$ cat config.mk
export PLATFORM = sky130hd
export DESIGN_NAME = css_top
export DESIGN_NICKNAME = d
export VERILOG_FILES = /design/src/rtl/css_pkg.sv /design/src/rtl/css_sync.sv /design/src/rtl/css_top.sv
export VERILOG_INCLUDE_DIRS = /design/src /design/src/rtl
export SDC_FILE = /design/constraint.sdc
export NUM_CORES = 1
export LEC_CHECK = 0
export ABC_AREA = 1
export BUFFER_PORTS_ARGS = -buffer_cell sky130_fd_sc_hd__buf_2
export CAP_MARGIN = 5
export CORE_ASPECT_RATIO = 1.2
export CORE_MARGIN = 8
export CORE_UTILIZATION = 50
export CTS_CLUSTER_DIAMETER = 60
export DETAILED_ROUTE_END_ITERATION = 16
export PLACE_DENSITY = 0.78
export SLEW_MARGIN = 20
export SYNTH_ARGS = -nofsm -noshare
export SYNTH_HDL_FRONTEND = slang
export SYNTH_SLANG_ARGS = --single-unit
export TNS_END_PERCENT = 10
$ cat constraint.sdc
create_clock -name i_core_clk -period 5.8 [get_ports i_core_clk]
set_input_delay 0.87 -clock i_core_clk [delete_from_list [all_inputs] [get_ports i_core_clk]]
set_output_delay 0.87 -clock i_core_clk [all_outputs]
set_load 0.02 [all_outputs]
$ cat src/rtl/css_map.svh
// register offsets, field positions, reset values and timing counts
// for the slave-select serial channel; definitions only.
`ifndef CSS_MAP_SVH
`define CSS_MAP_SVH

`define CSS_IDX_DATA     4'h0
`define CSS_IDX_ALIAS    4'h1
`define CSS_IDX_MODE     4'h2
`define CSS_IDX_CTRL     4'h3
`define CSS_IDX_STATUS   4'h4
`define CSS_IDX_START    4'h5
`define CSS_IDX_STOP     4'h6
`define CSS_IDX_OE       4'h7
`define CSS_IDX_LEVEL    4'h8
`define CSS_IDX_ISW      4'h9
`define CSS_IDX_PER      4'hA
`define CSS_IDX_PSEL     4'hB

`define CSS_MODE_SRC     0
`define CSS_MODE_TX      1
`define CSS_MODE_RX      2
`define CSS_CTRL_DAP     0
`define CSS_CTRL_CKP     1
`define CSS_CTRL_LSB     2
`define CSS_CTRL_LEN7    3
`define CSS_STAT_OVF     0
`define CSS_STAT_BFF     1
`define CSS_STAT_BUSY    2
`define CSS_ISW_SSIE     7

`define CSS_MODE_RST     3'h2
`define CSS_CTRL_RST     4'h0
`define CSS_LEVEL_RST    1'b1
`define CSS_PSEL_RST     8'h00

`define CSS_LEN8         4'h8
`define CSS_LEN7         4'h7
`define CSS_PSEL_WAIT    3'h4
`define CSS_MIN_SCK_CLKS 6

`endif

$ cat src/rtl/css_pkg.sv
// types shared by the slave-select serial channel
// assumes nothing beyond a SystemVerilog compiler
package css_pkg;

	typedef enum logic [0:0] {
		CSS_IDLE   = 1'b0,
		CSS_ACTIVE = 1'b1
	} css_state_t;

	typedef logic [7:0] css_byte_t;

endpackage

$ cat src/rtl/css_sync.sv
// two-flop synchroniser for a group of pin inputs
// assumes the inputs are asynchronous to i_core_clk
`timescale 1ns/1ps
module css_sync #(
	parameter int W = 3
) (
	// clock and reset
	input  wire logic         i_core_clk,
	input  wire logic         i_rst_n,
	// pins in, synchronised out
	input  wire logic [W-1:0] i_async,
	output logic      [W-1:0] o_sync
);

	logic [W-1:0] meta_reg;
	logic [W-1:0] sync_reg;

	genvar g;
	generate
		for (g = 0; g < W; g++) begin : g_bit
			always_ff @(posedge i_core_clk or negedge i_rst_n) begin
				if (!i_rst_n) begin
					meta_reg[g] <= 1'b1;
					sync_reg[g] <= 1'b1;
				end else begin
					meta_reg[g] <= i_async[g];
					sync_reg[g] <= meta_reg[g];
				end
			end
		end
	endgenerate

	assign o_sync = sync_reg;

endmodule

$ cat src/rtl/css_top.sv
// slave-select clocked serial channel, slave side, channel zero
// assumes the master drives clock and select; registers reached over
// a plain strobe port with read data one cycle later
//
// Implementation choices: the register addresses and the strobed register port.
`timescale 1ns/1ps
`include "css_map.svh"
module css_top (
	// clock and reset
	input  wire logic        i_core_clk,
	input  wire logic        i_rst_n,
	// register port
	input  wire logic [3:0]  i_addr,
	input  wire logic [15:0] i_wdata,
	input  wire logic        i_wr,
	input  wire logic        i_rd,
	output logic      [15:0] o_rdata,
	// serial pins
	input  wire logic        i_serial_clock_pin_ch0,
	input  wire logic        i_select_pin_ch0_n,
	input  wire logic        i_serial_in_pin_ch0,
	output logic             o_serial_out_pin_ch0,
	output logic             o_serial_out_oe,
	// channel event
	output logic             o_channel_event
);

	// reset release
	logic rst_meta_reg;
	logic rst_n;
	always_ff @(posedge i_core_clk or negedge i_rst_n) begin
		if (!i_rst_n) begin
			rst_meta_reg <= 1'b0;
			rst_n        <= 1'b0;
		end else begin
			rst_meta_reg <= 1'b1;
			rst_n        <= rst_meta_reg;
		end
	end

	// pins pass two flops before use
	logic [2:0] pin_sync;
	css_sync #(
		.W(3)
	) u_sync (
		.i_core_clk (i_core_clk),
		.i_rst_n    (rst_n),
		.i_async    ({i_serial_in_pin_ch0, i_select_pin_ch0_n,
		              i_serial_clock_pin_ch0}),
		.o_sync     (pin_sync)
	);

	logic sck_s;
	logic ssi_n_s;
	logic si_s;
	assign sck_s   = pin_sync[0];
	assign ssi_n_s = pin_sync[1];
	assign si_s    = pin_sync[2];

	function automatic logic first_bit(input logic [7:0] sh,
	                                   input logic lsb,
	                                   input logic len7);
		first_bit = lsb ? sh[0] : (len7 ? sh[6] : sh[7]);
	endfunction

	// state
	css_pkg::css_state_t state_reg, state_next;
	css_pkg::css_byte_t  tx_buf_reg, tx_buf_next;
	css_pkg::css_byte_t  sh_reg, sh_next;
	css_pkg::css_byte_t  rx_sh_reg, rx_sh_next;
	css_pkg::css_byte_t  rx_data_reg, rx_data_next;
	logic [3:0]  cnt_reg, cnt_next;
	logic        tx_full_reg, tx_full_next;
	logic        rx_full_reg, rx_full_next;
	logic        ovf_reg, ovf_next;
	logic        run_reg, run_next;
	logic        unit_en_reg, unit_en_next;
	logic [2:0]  mode_reg, mode_next;
	logic [3:0]  ctrl_reg, ctrl_next;
	logic        oe_en_reg, oe_en_next;
	logic        so_reg, so_next;
	logic        ssie_reg, ssie_next;
	logic [7:0]  psel_reg, psel_next;
	logic [2:0]  pwait_reg, pwait_next;
	logic        sck_d_reg, sck_d_next;
	logic        pin_reg, pin_next;
	logic        pin_oe_reg, pin_oe_next;
	logic        evt_reg, evt_next;
	logic [15:0] rdata_reg, rdata_next;

	// working terms
	logic        dap, ckp, lsb, len7, src, tx_en, rx_only;
	logic        selected, active, eff, eff_d, rise, fall;
	logic        out_edge, in_edge;
	logic [3:0]  len;
	logic [7:0]  rx_shifted;

	always_comb begin
		dap      = ctrl_reg[`CSS_CTRL_DAP];
		ckp      = ctrl_reg[`CSS_CTRL_CKP];
		lsb      = ctrl_reg[`CSS_CTRL_LSB];
		len7     = ctrl_reg[`CSS_CTRL_LEN7];
		src      = mode_reg[`CSS_MODE_SRC];
		tx_en    = mode_reg[`CSS_MODE_TX];
		rx_only  = mode_reg[`CSS_MODE_RX] & ~tx_en;
		len      = len7 ? `CSS_LEN7 : `CSS_LEN8;
		selected = ~ssie_reg | ~ssi_n_s;
		active   = run_reg & unit_en_reg;
		eff      = sck_s ^ ckp;
		eff_d    = sck_d_reg ^ ckp;
		rise     = eff & ~eff_d;
		fall     = ~eff & eff_d;
		// phase 1 swaps the output and sampling edges
		out_edge = active & selected & (dap ? rise : fall);
		in_edge  = active & selected & (dap ? fall : rise);
		rx_shifted = lsb ? {si_s, rx_sh_reg[7:1]}
		                 : {rx_sh_reg[6:0], si_s};

		state_next   = state_reg;
		tx_buf_next  = tx_buf_reg;
		sh_next      = sh_reg;
		rx_sh_next   = rx_sh_reg;
		rx_data_next = rx_data_reg;
		cnt_next     = cnt_reg;
		tx_full_next = tx_full_reg;
		rx_full_next = rx_full_reg;
		ovf_next     = ovf_reg;
		run_next     = run_reg;
		unit_en_next = unit_en_reg;
		mode_next    = mode_reg;
		ctrl_next    = ctrl_reg;
		oe_en_next   = oe_en_reg;
		so_next      = so_reg;
		ssie_next    = ssie_reg;
		psel_next    = psel_reg;
		pwait_next   = pwait_reg;
		sck_d_next   = sck_s;
		evt_next     = 1'b0;
		rdata_next   = 16'h0000;

		// guard window after the unit is switched on
		if (!unit_en_reg)
			pwait_next = 3'h0;
		else if (pwait_reg != `CSS_PSEL_WAIT)
			pwait_next = pwait_reg + 3'h1;

		// reads; a data read frees the receive buffer
		if (i_rd) begin
			case (i_addr)
				`CSS_IDX_DATA,
				`CSS_IDX_ALIAS: begin
					rdata_next   = {8'h00, rx_data_reg};
					rx_full_next = 1'b0;
				end
				`CSS_IDX_MODE:   rdata_next = {13'h0000, mode_reg};
				`CSS_IDX_CTRL:   rdata_next = {12'h000, ctrl_reg};
				`CSS_IDX_STATUS: rdata_next = {13'h0000,
				                  state_reg == css_pkg::CSS_ACTIVE,
				                  tx_full_reg | rx_full_reg, ovf_reg};
				`CSS_IDX_START:  rdata_next = {15'h0000, run_reg};
				`CSS_IDX_OE:     rdata_next = {15'h0000, oe_en_reg};
				`CSS_IDX_LEVEL:  rdata_next = {15'h0000, so_reg};
				`CSS_IDX_ISW:    rdata_next = {8'h00, ssie_reg, 7'h00};
				`CSS_IDX_PER:    rdata_next = {15'h0000, unit_en_reg};
				`CSS_IDX_PSEL:   rdata_next = {8'h00, psel_reg};
				default:         rdata_next = 16'h0000;
			endcase
		end

		// shift engine; set of any flag lands after the clears above
		if (!active) begin
			state_next = css_pkg::CSS_IDLE;
			cnt_next   = 4'h0;
		end else begin
			// phase 1 presents the first bit without waiting for select
			if (dap && state_reg == css_pkg::CSS_IDLE &&
			    (tx_full_reg || !tx_en)) begin
				sh_next      = (tx_en && tx_full_reg) ? tx_buf_reg : 8'hFF;
				tx_full_next = 1'b0;
				so_next      = first_bit(sh_next, lsb, len7);
				state_next   = css_pkg::CSS_ACTIVE;
				cnt_next     = 4'h0;
				if (tx_en && src)
					evt_next = 1'b1;
			end
			if (out_edge) begin
				if (state_reg == css_pkg::CSS_IDLE && !dap) begin
					// transfer starts only on the master's clock
					sh_next      = (tx_en && tx_full_reg) ? tx_buf_reg
					                                      : 8'hFF;
					tx_full_next = tx_en ? 1'b0 : tx_full_reg;
					so_next      = first_bit(sh_next, lsb, len7);
					state_next   = css_pkg::CSS_ACTIVE;
					cnt_next     = 4'h0;
					if (tx_en && src)
						evt_next = 1'b1;
				end else if (state_reg == css_pkg::CSS_ACTIVE &&
				             cnt_reg != 4'h0) begin
					sh_next = lsb ? {1'b1, sh_reg[7:1]}
					              : {sh_reg[6:0], 1'b1};
					so_next = first_bit(sh_next, lsb, len7);
				end
			end
			if (in_edge && state_reg == css_pkg::CSS_ACTIVE) begin
				rx_sh_next = rx_shifted;
				cnt_next   = cnt_reg + 4'h1;
				if (cnt_reg + 4'h1 == len) begin
					state_next = css_pkg::CSS_IDLE;
					cnt_next   = 4'h0;
					if (len7)
						rx_data_next = lsb ? {1'b0, rx_shifted[7:1]}
						                   : {1'b0, rx_shifted[6:0]};
					else
						rx_data_next = rx_shifted;
					if (rx_full_reg && i_rd == 1'b0)
						ovf_next = 1'b1;
					else if (rx_full_reg && i_addr != `CSS_IDX_DATA &&
					         i_addr != `CSS_IDX_ALIAS)
						ovf_next = 1'b1;
					rx_full_next = 1'b1;
					// receive-only never uses the buffer-empty source
					if (rx_only || !src)
						evt_next = 1'b1;
				end
			end
		end

		// writes
		if (i_wr) begin
			case (i_addr)
				`CSS_IDX_DATA,
				`CSS_IDX_ALIAS: begin
					tx_buf_next  = i_wdata[7:0];
					tx_full_next = 1'b1;
				end
				`CSS_IDX_MODE:   mode_next = i_wdata[2:0];
				`CSS_IDX_CTRL:   ctrl_next = i_wdata[3:0];
				`CSS_IDX_STATUS: begin
					if (i_wdata[`CSS_STAT_OVF] && ovf_next == ovf_reg)
						ovf_next = 1'b0;
				end
				`CSS_IDX_START: begin
					if (i_wdata[0] && unit_en_reg)
						run_next = 1'b1;
				end
				`CSS_IDX_STOP: begin
					if (i_wdata[0])
						run_next = 1'b0;
				end
				`CSS_IDX_OE:    oe_en_next = i_wdata[0];
				`CSS_IDX_LEVEL: so_next    = i_wdata[0];
				`CSS_IDX_ISW:   ssie_next  = i_wdata[`CSS_ISW_SSIE];
				`CSS_IDX_PER: begin
					unit_en_next = i_wdata[0];
					if (!i_wdata[0])
						run_next = 1'b0;
				end
				`CSS_IDX_PSEL: begin
					if (unit_en_reg && pwait_reg == `CSS_PSEL_WAIT)
						psel_next = i_wdata[7:0];
				end
				default: ;
			endcase
		end

		// while running, deselected slaves release the shared line high, except that a
		// phase 1 byte already loaded shows its first bit ahead of select
		if (active && !selected &&
		    !(dap && state_reg == css_pkg::CSS_ACTIVE && cnt_reg == 4'h0))
			pin_next = 1'b1;
		else
			pin_next = so_reg;
		pin_oe_next = unit_en_reg & tx_en & oe_en_reg;
	end

	always_ff @(posedge i_core_clk or negedge rst_n) begin
		if (!rst_n) begin
			state_reg   <= css_pkg::CSS_IDLE;
			tx_buf_reg  <= 8'h00;
			sh_reg      <= 8'hFF;
			rx_sh_reg   <= 8'h00;
			rx_data_reg <= 8'h00;
			cnt_reg     <= 4'h0;
			tx_full_reg <= 1'b0;
			rx_full_reg <= 1'b0;
			ovf_reg     <= 1'b0;
			run_reg     <= 1'b0;
			unit_en_reg <= 1'b0;
			mode_reg    <= `CSS_MODE_RST;
			ctrl_reg    <= `CSS_CTRL_RST;
			oe_en_reg   <= 1'b0;
			so_reg      <= `CSS_LEVEL_RST;
			ssie_reg    <= 1'b0;
			psel_reg    <= `CSS_PSEL_RST;
			pwait_reg   <= 3'h0;
			sck_d_reg   <= 1'b1;
			pin_reg     <= 1'b1;
			pin_oe_reg  <= 1'b0;
			evt_reg     <= 1'b0;
			rdata_reg   <= 16'h0000;
		end else begin
			state_reg   <= state_next;
			tx_buf_reg  <= tx_buf_next;
			sh_reg      <= sh_next;
			rx_sh_reg   <= rx_sh_next;
			rx_data_reg <= rx_data_next;
			cnt_reg     <= cnt_next;
			tx_full_reg <= tx_full_next;
			rx_full_reg <= rx_full_next;
			ovf_reg     <= ovf_next;
			run_reg     <= run_next;
			unit_en_reg <= unit_en_next;
			mode_reg    <= mode_next;
			ctrl_reg    <= ctrl_next;
			oe_en_reg   <= oe_en_next;
			so_reg      <= so_next;
			ssie_reg    <= ssie_next;
			psel_reg    <= psel_next;
			pwait_reg   <= pwait_next;
			sck_d_reg   <= sck_d_next;
			pin_reg     <= pin_next;
			pin_oe_reg  <= pin_oe_next;
			evt_reg     <= evt_next;
			rdata_reg   <= rdata_next;
		end
	end

	assign o_rdata              = rdata_reg;
	assign o_serial_out_pin_ch0 = pin_reg;
	assign o_serial_out_oe      = pin_oe_reg;
	assign o_channel_event      = evt_reg;

endmodule

# Word-level counts from Yosys, hierarchy flattened
# Index checks and enable logic that the tools add are counted.
[totals] reg_bits=91 elab_cells=186 in_bits=27 output_inout_bits=19
[classes] n_reduce_logical=40 n_bitwise=20 eq_ne=20 addsub=2 mux=73
[ops] operator="8-bit case mux with 10 select lines" n=1
[ops] operator="8-bit 2-to-1 mux" n=8
[ops] operator="1-bit 2-to-1 mux" n=52
[ops] operator="4-bit 2-to-1 mux" n=7
[ops] operator="1-bit logical AND" n=17
[ops] operator="4-bit by 3-bit equality test with 1-bit output, second input constant" n=4
[ops] operator="4-bit equality test, second input constant" n=4
[ops] operator="16-bit 2-to-1 mux" n=1
[ops] operator="2-bit AND reduction" n=7
[ops] operator="1-bit bitwise AND" n=9
[ops] operator="4-bit by 2-bit equality test with 1-bit output, second input constant" n=2
[ops] operator="4-bit logical NOT" n=2
[ops] operator="4-bit nonzero test" n=2
[ops] operator="7-bit 2-to-1 mux" n=1
[ops] operator="1-bit NOT" n=7
[ops] operator="3-bit 2-to-1 mux" n=2
[ops] operator="2-bit != test, second input constant" n=3
[ops] operator="3-bit AND reduction" n=2
[ops] operator="1-bit logical NOT" n=5
[ops] operator="5-bit AND reduction" n=1
[ops] operator="4-bit by 1-bit adder with 4-bit output, second input constant" n=1
[ops] operator="4-bit by 1-bit equality test with 1-bit output, second input constant" n=1
[ops] operator="4-bit equality test" n=1
[ops] operator="4-bit by 1-bit != test with 1-bit output, second input constant" n=1
[ops] operator="11 further kinds" n=14

# Logic depth before layout (Yosys ltp)
# Gate-level depths: netlist (run 1).
[logic_depth] depth_word=13 mapped_depth=11 mapped_depth_nobuf=11

# Cells and area by module
# A second synthesis (run 1) with hierarchy kept.
[hier_totals] cells_unflattened=585 area_unflattened_um2=4525.6
[by_module_without_submodules] module="css_top" cells_per_inst=579 instances=1 area_each_um2=4367.9 seq_area_each_um2=1941.9
[by_module_without_submodules] module="css_sync" cells_per_inst=6 instances=1 area_each_um2=157.7 seq_area_each_um2=157.7

# Least setup slack after synthesis (run 1)
# Ideal clock, no wire load.
[synth_timing] kind="input port to flip-flop" from="input i_wr" to="register psel_reg[2]" required_time_ns=5.669 setup_ns=0.131 path_stages=7 n_path_buf=2 t_arrival_ns=1.724 slack_ns=3.945 path_cell_list="clkbuf_1 inv_1 nor2_1 nand2_1 clkbuf_1 nand2_1 o21ai_0"
[synth_via] elab_chain_cells=1
[synth_lines] item="start, declared" line="css_top.sv:15" source="input wire logic i_wr,"
[synth_lines] item="3-bit AND reduction (no source line)"
[synth_lines] item="end signal, assigned" line="css_top.sv:294" source="psel_reg <= `CSS_PSEL_RST;"
[synth_lines] item="end signal, assigned" line="css_top.sv:318" source="psel_reg <= psel_next;"
[synth_lines] item="end, declared" line="css_top.sv:83" source="logic [7:0] psel_reg, psel_next;"
# Every way passes these cells.
# A chain may end at the register's enable or synchronous reset.

# Worst setup path after layout (run 1)
[layout_timing] from="register unit_en_reg" to="register cnt_reg[2]"
[layout_via] elab_chain_cells=6 word_cells_on_any_way=8 cone_classes="mux: 3; bitwise: 4; reduce/logical: 1"
[layout_lines] item="start, declared" line="css_top.sv:77" source="logic unit_en_reg, unit_en_next;"
[layout_lines] item="start signal, assigned" line="css_top.sv:312" source="unit_en_reg <= unit_en_next;"
[layout_lines] item="1-bit bitwise AND (*)" line="css_top.sv:108" source="active = run_reg & unit_en_reg;"
[layout_lines] item="1-bit bitwise AND" line="css_top.sv:114, css_top.sv:115"
[layout_lines] item="1-bit bitwise AND, on equally long branches" line="css_top.sv:114, css_top.sv:115"
[layout_lines] item="4-bit 2-to-1 mux or 1-bit logical AND (tied branches)" line="css_top.sv:186, css_top.sv:204"
[layout_lines] item="4-bit 2-to-1 mux" line="css_top.sv:204" source="if (in_edge && state_reg == css_pkg::CSS_ACTIVE) begin"
[layout_lines] item="4-bit 2-to-1 mux (*)" line="css_top.sv:171" source="if (!active) begin"
[layout_lines] item="via cnt_next[2]" line="css_top.sv:72" source="logic [3:0] cnt_reg, cnt_next;"
[layout_lines] item="end signal, assigned" line="css_top.sv:307" source="cnt_reg <= cnt_next;"
[layout_lines] item="end, declared" line="css_top.sv:72"
# Mark *: on every way through the listed nets, which the timed path passes. The rest lies on a longest branch.

==> impl_results.md, run 1 <==
- Top delay family on crit path: simple AND/OR/NAND/NOR gates
- Critical path depth in cells: 9
- H-tree depth: 3
- Worst min-delay path class: flop to async pin
- CTS Hold Bufs: 0
- Clock sinks: between 80 and 90
- Critical Path RT: ~6.1 ns
- Final Hold Viols: 0
- Core area: between 8000 and 9000 sq um
- R2R setup slack: around 3.5 ns
- EDFF count, synth: 0
- Setup repair bufs after CTS: 0
- Most common flop cell mapped by yosys: dfrtp_1
- Layout cells sized above 1: 14.9%
- Critical-path top delay cell: dfrtp_1
- CTS tree: built
- R2R cell count: 9
- Setup WS pre-CTS: between 3 and 4 ns
- DRT iter0 DRCs: about 370
- Row cnt: 37
- Finished Layout Cells: between 700 and 800
- Placer congestion estimate: roughly 0.87
- CTS clk-pin slew, worst paths: ~0.09 ns
- Synth warn: 0
- Vias per std cell: around 5.5
- Initial Util: between 50% and 60%
- # placed instances: between 700 and 800
- Leakage: around 2.4 nW
- Die height: approximately 120 um
- Setup crit end kind: flop
- Path type of the worst setup path: flop to flop
- Number of port buffers: 29
- Setup violators final: 0
- Count leader, synth: nand2_1
- Critical Path Start Type: flop
- HPWL Detailed: between 7000 and 8000 um
- IO Count: between 40 and 50
- Synth area leaders: dfrtp_1, nand2_1, dfstp_2
- Die Area: 12100 sq um
- Relative slew margins: between 40 and 50%
- Post-CTS sizing: 0
- Worst-path fanout max: 21
- Cell variety after synth: 39
- Worst Setup EP: cnt_reg[2]
- Cell breakdown of the critical path: nand2_2 -> clkinv_2 -> nand2_2 -> inv_2 -> nand4_4 -> nor2_4 -> inv_2 -> nand2_1 -> a21oi_1
- Peak supply drop: roughly 0.15 mV
- Mapped Cells: about 580
- CP startpoint: unit_en_reg
- Clock latency at the later pin of the worst-skew pair: 0.37 ns
- Area delta synth->final: 9.20%
- Post-synth top cells: nand2_1, o21ai_0, dfrtp_1
- Post-route ant nets: 0
- #FFs+latches synth: 83
- Via count: 3979
- Crit share post-route: approximately two fifths
- Area share of the largest cell type after synthesis: around 37%
- Total wire length: 11000 um
- Register area share after synthesis: 47.6%
- Max-slew violations: 0
- Min Tclk post-route: 2.35 ns
- Max cap viols: 0
- WP data arrival: approximately 2.6 ns
- Worst path max stage delay: ~0.45 ns
- Reg-to-reg critical path endpoint: cnt_reg[2]
- Total global routing overflow: 0
- First-pass GRT wire length: between 15000 and 20000 um
- Final Net Count: roughly 630
- Max Clk Rate: about 0.43 GHz
- Layout Skew: approximately 0.012 ns
- Top cell type by total area after synthesis: dfrtp_1
- Setup tns final: 0 ns
- Largest net degree at the start of global routing: 82
- Deepest clock path buffer count: 2
- Unrepaired setup endpoints after global routing: no
- Initial DRT Pass Iterations: 5
- Number of antenna violations at the first check in global routing: 0
- Reg2reg start: unit_en_reg
- All-Layer GR Usage: a little under a fifth
- Final Worst Setup Slack: about 3.5 ns
- Worst slew pin tran: between 0.8 and 0.9 ns
- DIE WIDTH: roughly 100 um
- CTS Buf Count: 9
- Wire per inst: 15.2 um
- Pwr Density: about 340 nW/um^2
- Mapped Area: around 4400 sq um
- Syn Area/Cell: between 7 and 8 sq um
- Inserted Diodes: 0
- Status: complete, no violations
- Clock root cell: clkbuf_8
- Ys async rst share: 100%
- Vias in the first global route: between 3000 and 4000
- Drt drc: 0
- Worst Path Buf+Inv: 3
## logic make-up (layout without fill, tap and decap cells)
group,after synthesis,count (layout),share of synthesized area [%]
other,2,9,0.170
XOR/XNOR,4,4,0.795
AND/OR/NAND/NOR,265,265,25.7
flip-flops,83,83,47.6
buffers and inverters,91,115,9.08
adder cells (fa/ha/maj),4,4,1.14
AO/OA/AOI/OAI,126,126,15.5
## layout make-up
cell class | instances | area [sq um]
fillers | 805 | 3750
flip-flops and latches | 83 | 2100
multi-input cells | 408 | 1930
inverters | 69 | 260
repair buffers | 30 | 173
well taps | 117 | 146
clock buffers | 10 | 128
clock inverters | 6 | 68.8
## worst register-to-register path, stage by stage (launching register included)
cell,delay (ns)
dfrtp_1,0.45
nand2_2,0.32
clkinv_2,0.22
nand2_2,0.08
inv_2,0.10
nand4_4,0.27
nor2_4,0.39
inv_2,0.16
nand2_1,0.17
a21oi_1,0.07
## metrics by stage
| stage | total power, mW | util [%] | hold WS [ns] | cell area (sq um) |
|---|---|---|---|---|
| 2_1_floorplan | 1.10 | - | 0.331 | 4430 |
| 3_3_place_gp | 1.18 | 53.6 | 0.339 | 4590 |
| 3_5_place_dp | 1.20 | 53.6 | 0.338 | 4590 |
| 4_1_cts | 1.63 | 55.9 | 0.257 | 4790 |
| 5_1_grt | 1.74 | 56.2 | 0.257 | 4810 |
| 6_report | 1.63 | 56.2 | 0.235 | 4810 |
## layout by cell type (no fill, tap or decap), drive strengths merged
cell type,instances
clkbuf,10
dfstp,18
o31ai,1
nand3,32
clkinvlp,1
inv,70
conb,9
nand4,12
a21oi,22
bufinv,1
clkinv,3
xnor2,2
o311ai,1
o22ai,2
and3,1
nand2,175
dfrtp,65
nor2,42
o21a,1
o21ai,86
or2,2
a211oi,2
a221oi,2
ha,4
xor2,2
nor3,1
o211ai,7
a31oi,2
buf,30
## power breakdown
group	switching (mW)	total (mW)	internal, mW
clock	0.224	0.427	0.203
sequential	0.0937	0.793	0.699
combinational	0.283	0.413	0.130
## how the worst min path moves through the flow
stage / start / to / cells after the start
2_1_floorplan: rst_meta_reg / rst_n / 0
3_3_place_gp: rst_meta_reg / rst_n / 0
3_5_place_dp: rst_meta_reg / rst_n / 0
4_1_cts: i_rst_n / rst_n / 1
5_1_grt: i_rst_n / rst_n / 1
6_report: rst_n / o_rdata[6] / 0
## metal layers
layer,track usage [%],vias up,wire length (um)
met4,11.6,0,425
met2,30.8,151,5470
met3,3.90,33,585
met5,0,-,0
li1,-,1897,-
met1,22.5,1898,4500
Power figures use the tool's default switching activity.
==> run 2: changes to the inputs <==
- PLACE_DENSITY: 0.78 -> 0.81
- clock period: 5.8 -> 1.91 ns (I/O delays scaled with it)
==> run 2 against run 1 <==
  * Count of clock-buffer cells in the layout grew 1
  * Cell count increased by 3.0%
  * Via count rose by 0.23%
  * Utilization grew 2.9 points
  * Fmax increased by 25%
  * Die area did not move
  * Setup slack got worse by 3.4 ns
  * Critical endpoint is now rx_data_reg[2]
  * Total power increased to 3.1 times the previous value
  * Register-to-register slack got worse by 3.4 ns
  * Non-clock buffer count rose by 22
==> impl_results.md, run 2 (synthesis gave the netlist of run 1 again) <==
- Status: complete, no violations (unchanged)
- Final Hold Viols: 0 (unchanged)
- Area delta synth->final: 14.8% (was 9.20%)
- Worst min-delay path class: primary input to flop (was flop to async pin)
- Worst-path fanout max: 6 (was 21)
- CTS clk-pin slew, worst paths: 0.09 ns (about the same)
- Die height: 119 um (unchanged)
- Clock sinks: 83 (unchanged)
- Setup crit end kind: flop (unchanged)
- Reg2reg start: cnt_reg[0] (was unit_en_reg)
- WP data arrival: 2.15 ns (was 2.59 ns)
- Die Area: 12100 sq um (unchanged)
- HPWL Detailed: 8120 um (was 7680 um)
- Row cnt: 37 (unchanged)
- Reg-to-reg critical path endpoint: rx_data_reg[2] (was cnt_reg[2])
- Commonest non-fill, non-tap cells in the layout: nand2_1, o21ai_0, dfrtp_1, inv_1, nor2_1 (unchanged)
- Initial DRT Pass Iterations: 5 (unchanged)
- Final Worst Setup Slack: 0.0398 ns (was 3.45 ns)
- Largest net degree at the start of global routing: 41 (was 82)
- CTS Buf Count: 9 (unchanged)
- Total global routing overflow: 0 (unchanged)
- Number of antenna violations at the first check in global routing: 0 (unchanged)
- Sw frac: 35.1% (was 36.8%)
- Hold path cells: 1
- Max cap viols: 0 (unchanged)
- Post-route ant nets: 0 (unchanged)
- Via count: 3988 (was 3979)
- Total wire length: 10900 um (was 11000 um)
- Leakage: 2.48 nW (was 2.37 nW)
- Min-delay src: i_select_pin_ch0_n
- Setup tns final: 0 ns (unchanged)
- Deepest clock path buffer count: 2 (unchanged)
- CTS tree: built (unchanged)
- Clock share of power: 27.4% (was 26.2%)
- Max-slew violations: 0 (unchanged)
- H-tree depth: 3 (unchanged)
- Relative slew margins: 63.3% (was 45.9%)
- All-Layer GR Usage: 18.7% (was 19.0%)
- Internal power: 3.31 mW (was 1.03 mW)
- DIE WIDTH: 102 um (unchanged)
- Setup violators final: 0 (unchanged)
- Placer congestion estimate: 0.918 (was 0.869)
- # placed instances: 725 (was 706)
- Crit share post-route: 97.9% (was 40.5%)
- DRT iter0 DRCs: 271 (was 372)
- Layout cells sized above 1: 18.8% (was 14.9%)
- Peak supply drop: 0.585 mV (was 0.154 mV)
- Max Clk Rate: 0.535 GHz (was 0.426 GHz)
- Drt drc: 0 (unchanged)
- Final Net Count: 654 (was 632)
- Switching Power: 1.79 mW (was 0.601 mW)
- Vias in the first global route: 3831 (was 3875)
- Final Core Density: 59.1% (was 56.2%)
- Min Tclk post-route: 1.87 ns (was 2.35 ns)
- Finished Layout Cells: 745 (was 723)
- Wire per inst: 14.6 um (was 15.2 um)
- Clock latency at the later pin of the worst-skew pair: 0.36 ns (was 0.37 ns)
- Critical Path Start Type: flop (unchanged)
- Layout Skew: 0.0103 ns (was 0.0120 ns)
- Unrepaired setup endpoints after global routing: yes (was no)
- Path type of the worst setup path: flop to flop (unchanged)
- Inserted Diodes: 0 (unchanged)
- Worst slew pin tran: 0.549 ns (was 0.811 ns)
- R2R setup slack: 0.04 ns (was 3.45 ns)
- Pwr Density: 1010 nW/um^2 (was 339 nW/um^2)
- Combinational power share: 26.1% (was 25.3%)
- Initial Util: 51.5% (unchanged)
- Number of port buffers: 29 (unchanged)
- Critical Path RT: 2.19 ns (was 6.05 ns)
- IO Count: 46 (unchanged)
- R2R cell count: 10 (was 9)
- Sequential power share: 46.5% (was 48.5%)
- Core area: 8560 sq um (unchanged)
- Commonest non-fill, non-tap cell in the layout: nand2_1 (unchanged)
- First-pass GRT wire length: 18000 um (was 18300 um)
- Clock root cell: clkbuf_8 (unchanged)
- Vias per std cell: 5.35 (was 5.50)
- Setup WS pre-CTS: -0.00625 ns (was 3.47 ns)
- Hold-critical path endpoint: u_sync.meta_reg[1]
-- run 2: cell types whose count changed in the layout (fill, tap and decap cells not counted), moves of 2 or more --
cell | previous run | this run
nand2_1 | 171 | 169
o21ai_2 | 0 | 2
buf_12 | 0 | 2
ha_1 | 4 | 2
buf_4 | 0 | 19
nand2_2 | 4 | 6
o21ai_0 | 83 | 81
-- run 2: layout make-up --
type	instances	area, sq um
inverters	69	263
fillers	756	3500
multi-input cells	408	1970
clock inverters	5	85.1
flip-flops and latches	83	2100
repair buffers	52	363
clock buffers	11	131
well taps	117	146
-- run 2: worst max-delay path by stage --
stage | start | endpoint | slack (ns) | cells past startpoint
global route | cnt_reg[0] | rx_data_reg[2] | -0.04 | 10
CTS | cnt_reg[0] | rx_data_reg[0] | 0.01 | 10
finish | cnt_reg[0] | rx_data_reg[2] | 0.04 | 10
detailed placement | cnt_reg[0] | rx_data_reg[3] | -0.006 | 9
floorplan | cnt_reg[0] | rx_data_reg[6] | 0.16 | 10
global placement | cnt_reg[0] | rx_data_reg[3] | 0.09 | 10
-- run 2: timing repair --
action | 4_1_cts | 5_1_grt
pin swaps | 1 | 4
hold endpoints to repair | 2 | 0
hold buffers | 1 | 0
setup buffers | 0 | 2
gates cloned | 0 | 1
resized for setup | 1 | 10
endpoints found under the setup margin | 5 | 12
-- run 2: through the flow --
step | hold slack [ns] | total power, mW | instance area, sq um
CTS | 0.0117 | 5.10 | 4990
finish | 0.0188 | 5.10 | 5060
global route | 0.00453 | 5.43 | 5060
floorplan | -0.00909 | 3.33 | 4440
global placement | 0.0722 | 3.66 | 4760
detailed placement | 0.0737 | 3.71 | 4760
-- run 2: worst max-delay path, cell delays in order (launching register included) --
cell and delay, ns:
dfrtp_1 0.42, inv_2 0.08, ha_4 0.27, buf_4 0.10
nand3_1 0.08, o21ai_2 0.13, nand2_2 0.09, nor2_4 0.24
clkbuf_16 0.19, o211ai_1 0.09, o21ai_1 0.10
-- run 2: per-layer routing --
metal | vias to the layer above | share of wire (%) | track usage, %
li1 | 1938 | - | -
met1 | 1910 | 42 | 22.9
met2 | 119 | 51 | 31.4
met3 | 21 | 5.3 | 3.09
met4 | 0 | 1.9 | 7.94
met5 | - | 0 | 0
-- run 2: power groups by stage --
stage | logic, mW | clock network [mW] | registers, mW
finish | 1.33 | 1.40 | 2.37
floorplan | 0.976 | 0 | 2.36
global route | 1.52 | 1.50 | 2.41
CTS | 1.32 | 1.41 | 2.37
detailed placement | 1.31 | 0 | 2.40
global placement | 1.27 | 0 | 2.39
==> run 3: changes to the inputs <==
- ABC_AREA: 1 -> not set
- CELL_PAD_IN_SITES_DETAIL_PLACEMENT: not set -> 0
- CELL_PAD_IN_SITES_GLOBAL_PLACEMENT: not set -> 1
- CORE_UTILIZATION: 50 -> 42
- GPL_TIMING_DRIVEN: not set -> 0
- PLACE_DENSITY: 0.81 -> 0.86
==> run 3 against run 2 <==
  * The flow now finishes with violations (setup timing)
  * Register-to-register slack got worse by 0.21 ns
  * Count of clock-buffer cells in the layout down 2
  * Global-route usage down 1.5 points
  * Cell count down 12%
  * Die area up 19%
  * Synthesized cell count is 19% lower
  * Largest power group unchanged
==> impl_results.md, run 3 <==
- Leakage: 2.39 nW (was 2.48 nW)
- Top routing layer used: met4 (unchanged)
- Via count: 3765 (was 3988)
- Synth area leaders: dfrtp_1, dfstp_2, mux2_2 (was dfrtp_1, nand2_1, dfstp_2)
- Critical-path top delay cell: dfrtp_1 (unchanged)
- Setup crit end kind: flop (unchanged)
- Placer congestion estimate: 0.936 (was 0.918)
- Layout Skew: 0.00834 ns (was 0.0103 ns)
- All-Layer GR Usage: 17.2% (was 18.7%)
- Die height: 130 um (was 119 um)
- Number of antenna violations at the first check in global routing: 0 (unchanged)
- Synth warn: 0 (unchanged)
- R2R cell count: 7 (was 10)
- Worst path max stage delay: 0.37 ns (was 0.42 ns)
- Final instance area: 5430 sq um (was 5060 sq um)
- Mapped Area: 4530 sq um (was 4410 sq um)
- Min Tclk post-route: 2.08 ns (was 1.87 ns)
- Number of port buffers: 26 (was 29)
- Peak supply drop: 0.664 mV (was 0.585 mV)
- Post-synth top cells: dfrtp_1, nor2_1, a21oi_1 (was nand2_1, o21ai_0, dfrtp_1)
- Placed cell areas: 4880 sq um (was 4760 sq um)
- Clock root cell: clkbuf_16 (was clkbuf_8)
- Worst Path Buf+Inv: 2 (was 3)
- WP data arrival: 2.34 ns (was 2.15 ns)
- Row cnt: 41 (was 37)
- Vias in the first global route: 3826 (was 3831)
- Cell variety after synth: 61 (was 39)
- Top cell type by total area after synthesis: dfrtp_1 (unchanged)
- Final Worst Setup Slack: -0.170 ns (was 0.0398 ns)
- Pwr Density: 1150 nW/um^2 (was 1010 nW/um^2)
- Syn Area/Cell: 9.77 sq um (was 7.67 sq um)
- HPWL Detailed: 8520 um (was 8120 um)
- Core area: 10500 sq um (was 8560 sq um)
- Reg-to-reg critical path endpoint: cnt_reg[0] (was rx_data_reg[2])
- Layout cells sized above 1: 29.8% (was 18.8%)
- Area share of the largest cell type after synthesis: 35.9% (was 36.9%)
- Tot Pwr: 6.23 mW (was 5.10 mW)
- Most common flop cell mapped by yosys: dfrtp_1 (unchanged)
- DRT met1 WL: 5240 um (was 4530 um)
- Register area share after synthesis: 46.3% (was 47.6%)
- Critical path depth in cells: 7 (was 10)
- DR WL met2: 6170 um (was 5540 um)
- Hold path cells: 1 (unchanged)
- Failing checks: setup timing
- Vias per std cell: 5.75 (was 5.35)
- Die Area: 14400 sq um (was 12100 sq um)
- Setup tns final: -0.811 ns (was 0 ns)
- Worst-path fanout max: 8 (was 6)
- CTS clk-pin slew, worst paths: 0.07 ns (was 0.09 ns)
- Final Hold Viols: 0 (unchanged)
- Mapped Cells: 464 (was 575)
- Ys async rst share: 100% (unchanged)
- Commonest non-fill, non-tap cell in the layout: dfrtp_1 (was nand2_1)
- Critical Path RT: 2.17 ns (was 2.19 ns)
- Unrepaired setup endpoints after global routing: yes (unchanged)
- Hold slack: 0.0313 ns (was 0.0188 ns)
- Commonest non-fill, non-tap cells in the layout: dfrtp_1, nor2_1, a21oi_1, mux2_2, nand2_1 (was nand2_1, o21ai_0, dfrtp_1, inv_1, nor2_1)
- Wire per inst: 18.6 um (was 14.6 um)
- CP startpoint: ctrl_reg[0] (was cnt_reg[0])
- Critical Path Start Type: flop (unchanged)
- Reg2reg start: ctrl_reg[0] (was cnt_reg[0])
- Crit share post-route: 109% (was 97.9%)
- R2R setup slack: -0.17 ns (was 0.04 ns)
- Path type of the worst setup path: flop to flop (unchanged)
- CTS tree: built (unchanged)
- Final Net Count: 552 (was 654)
- Count leader, synth: dfrtp_1 (was nand2_1)
- Max cap viols: 0 (unchanged)
- Cell breakdown of the critical path: buf_6 -> xnor2_4 -> mux2_4 -> a32o_2 -> buf_4 -> or3_4 -> a21oi_2 (was inv_2 -> ha_4 -> buf_4 -> nand3_1 -> o21ai_2 -> nand2_2 -> nor2_4 -> clkbuf_16 -> o211ai_1 -> o21ai_1)
- DRT iter0 DRCs: 219 (was 271)
- Drt drc: 0 (unchanged)
- Largest net degree at the start of global routing: 59 (was 41)
- Status: complete, but fails checks (was complete, no violations)
- Total global routing overflow: 0 (unchanged)
- CTS Buf Count: 9 (unchanged)
- Worst slew pin tran: 0.672 ns (was 0.549 ns)
- Initial DRT Pass Iterations: 5 (unchanged)
- Worst min-delay path class: primary input to flop (unchanged)
- DIE WIDTH: 111 um (was 102 um)
- Top delay family on crit path: compound AO/OA/AOI/OAI gates (was flip-flops)
- Max-slew violations: 0 (unchanged)
- H-tree depth: 3 (unchanged)
- First-pass GRT wire length: 19900 um (was 18000 um)
- Clock latency at the later pin of the worst-skew pair: 0.35 ns (was 0.36 ns)
- Inserted Diodes: 0 (unchanged)
- Deepest clock path buffer count: 2 (unchanged)
- Setup violators final: 12 (was 0)
- Relative slew margins: 54.8% (was 63.3%)
- Final Core Density: 51.6% (was 59.1%)
- Total wire length: 12200 um (was 10900 um)
- Met3 WL: 404 um (was 578 um)
- EDFF count, synth: 0 (unchanged)
- Max Clk Rate: 0.481 GHz (was 0.535 GHz)
- Clock sinks: 83 (unchanged)
- IO Count: 46 (unchanged)
- #FFs+latches synth: 83 (unchanged)
- Area delta synth->final: 19.7% (was 14.8%)
- Post-route ant nets: 0 (unchanged)
- Worst Setup EP: cnt_reg[0] (was rx_data_reg[2])
- Initial Util: 43.1% (was 51.5%)
## run 3: cell count changes after synthesis, moves of 9 or more
cell      delta
mux2_2      +32
o21ai_0     -53
nand4_1      -9
inv_1       -48
clkbuf_1    +19
mux2i_1     +29
nand2b_1    +11
a21oi_1     +17
nand3_1     -15
inv_2       -10
nand2_1    -139
## run 3: area by class of cell
type	instances	area, sq um
Sequential cell	83	2100
Timing Repair Buffer	39	254
Tap cell	129	161
Clock buffer	9	225
Buffer	37	215
Inverter	9	33.8
Multi-Input combinational cell	342	2370
Fill cell	964	5090
Clock inverter	7	57.6
## run 3: repair_timing
item / CTS / global route
resized for setup: 26 / 31
cloned: 0 / 0
setup buffers: 6 / 5
endpoints found under the hold margin: 2 / 0
endpoints found under the setup margin: 31 / 48
pin swaps: 4 / 7
hold buffers: 1 / 0
## run 3: power by group
part	switching (mW)	total [mW]	internal, mW
clock	0.770	1.67	0.899
combinational	1.12	1.99	0.869
sequential	0.415	2.58	2.16
## run 3: logic make-up after synthesis
logic type / Yosys count / share of synthesized area [%]
other: 2 / 0.166
adders and majority gates: 4 / 1.10
buffers and inverters: 46 / 4.66
xor gates and xnor gates: 4 / 0.938
muxes: 63 / 14.9
and+or+nand+nor: 149 / 16.6
AOI/OAI and AO/OA: 113 / 15.3
DFF: 83 / 46.3
## run 3: how the worst min path moves through the flow
stage / start / endpoint / slack, ns
6_report: i_serial_in_pin_ch0 / u_sync.meta_reg[2] / 0.03
5_1_grt: i_serial_in_pin_ch0 / u_sync.meta_reg[2] / 0.03
4_1_cts: i_select_pin_ch0_n / u_sync.meta_reg[1] / 0.03
3_5_place_dp: i_rst_n / rst_meta_reg / 0.07
3_3_place_gp: i_rst_n / rst_meta_reg / 0.07
2_1_floorplan: i_rst_n / rst_meta_reg / -0.009
## run 3: through the flow
stage | setup slack, ns | instances
final | -0.170 | 655
after detailed placement | -0.401 | 627
after CTS | -0.198 | 650
after floorplan | -0.111 | 471
after global routing | -0.195 | 655
after global placement | -0.347 | 626
## run 3: metal layers
metal / GRT usage [%] / vias up
met5: 0 / -
met4: 9.08 / 0
met3: 3.35 / 26
met2: 29.4 / 88
met1: 20.0 / 1894
li1: - / 1757
## run 3: worst register-to-register path, delay by kind of cell (launching register included)
| family | cells | cell delay, ns |
|---|---|---|
| xor gates and xnor gates | 1 | 0.22 |
| muxes | 1 | 0.36 |
| buffers and inverters | 2 | 0.29 |
| and+or+nand+nor | 1 | 0.32 |
| DFF | 1 | 0.37 |
| AOI/OAI and AO/OA | 2 | 0.43 |
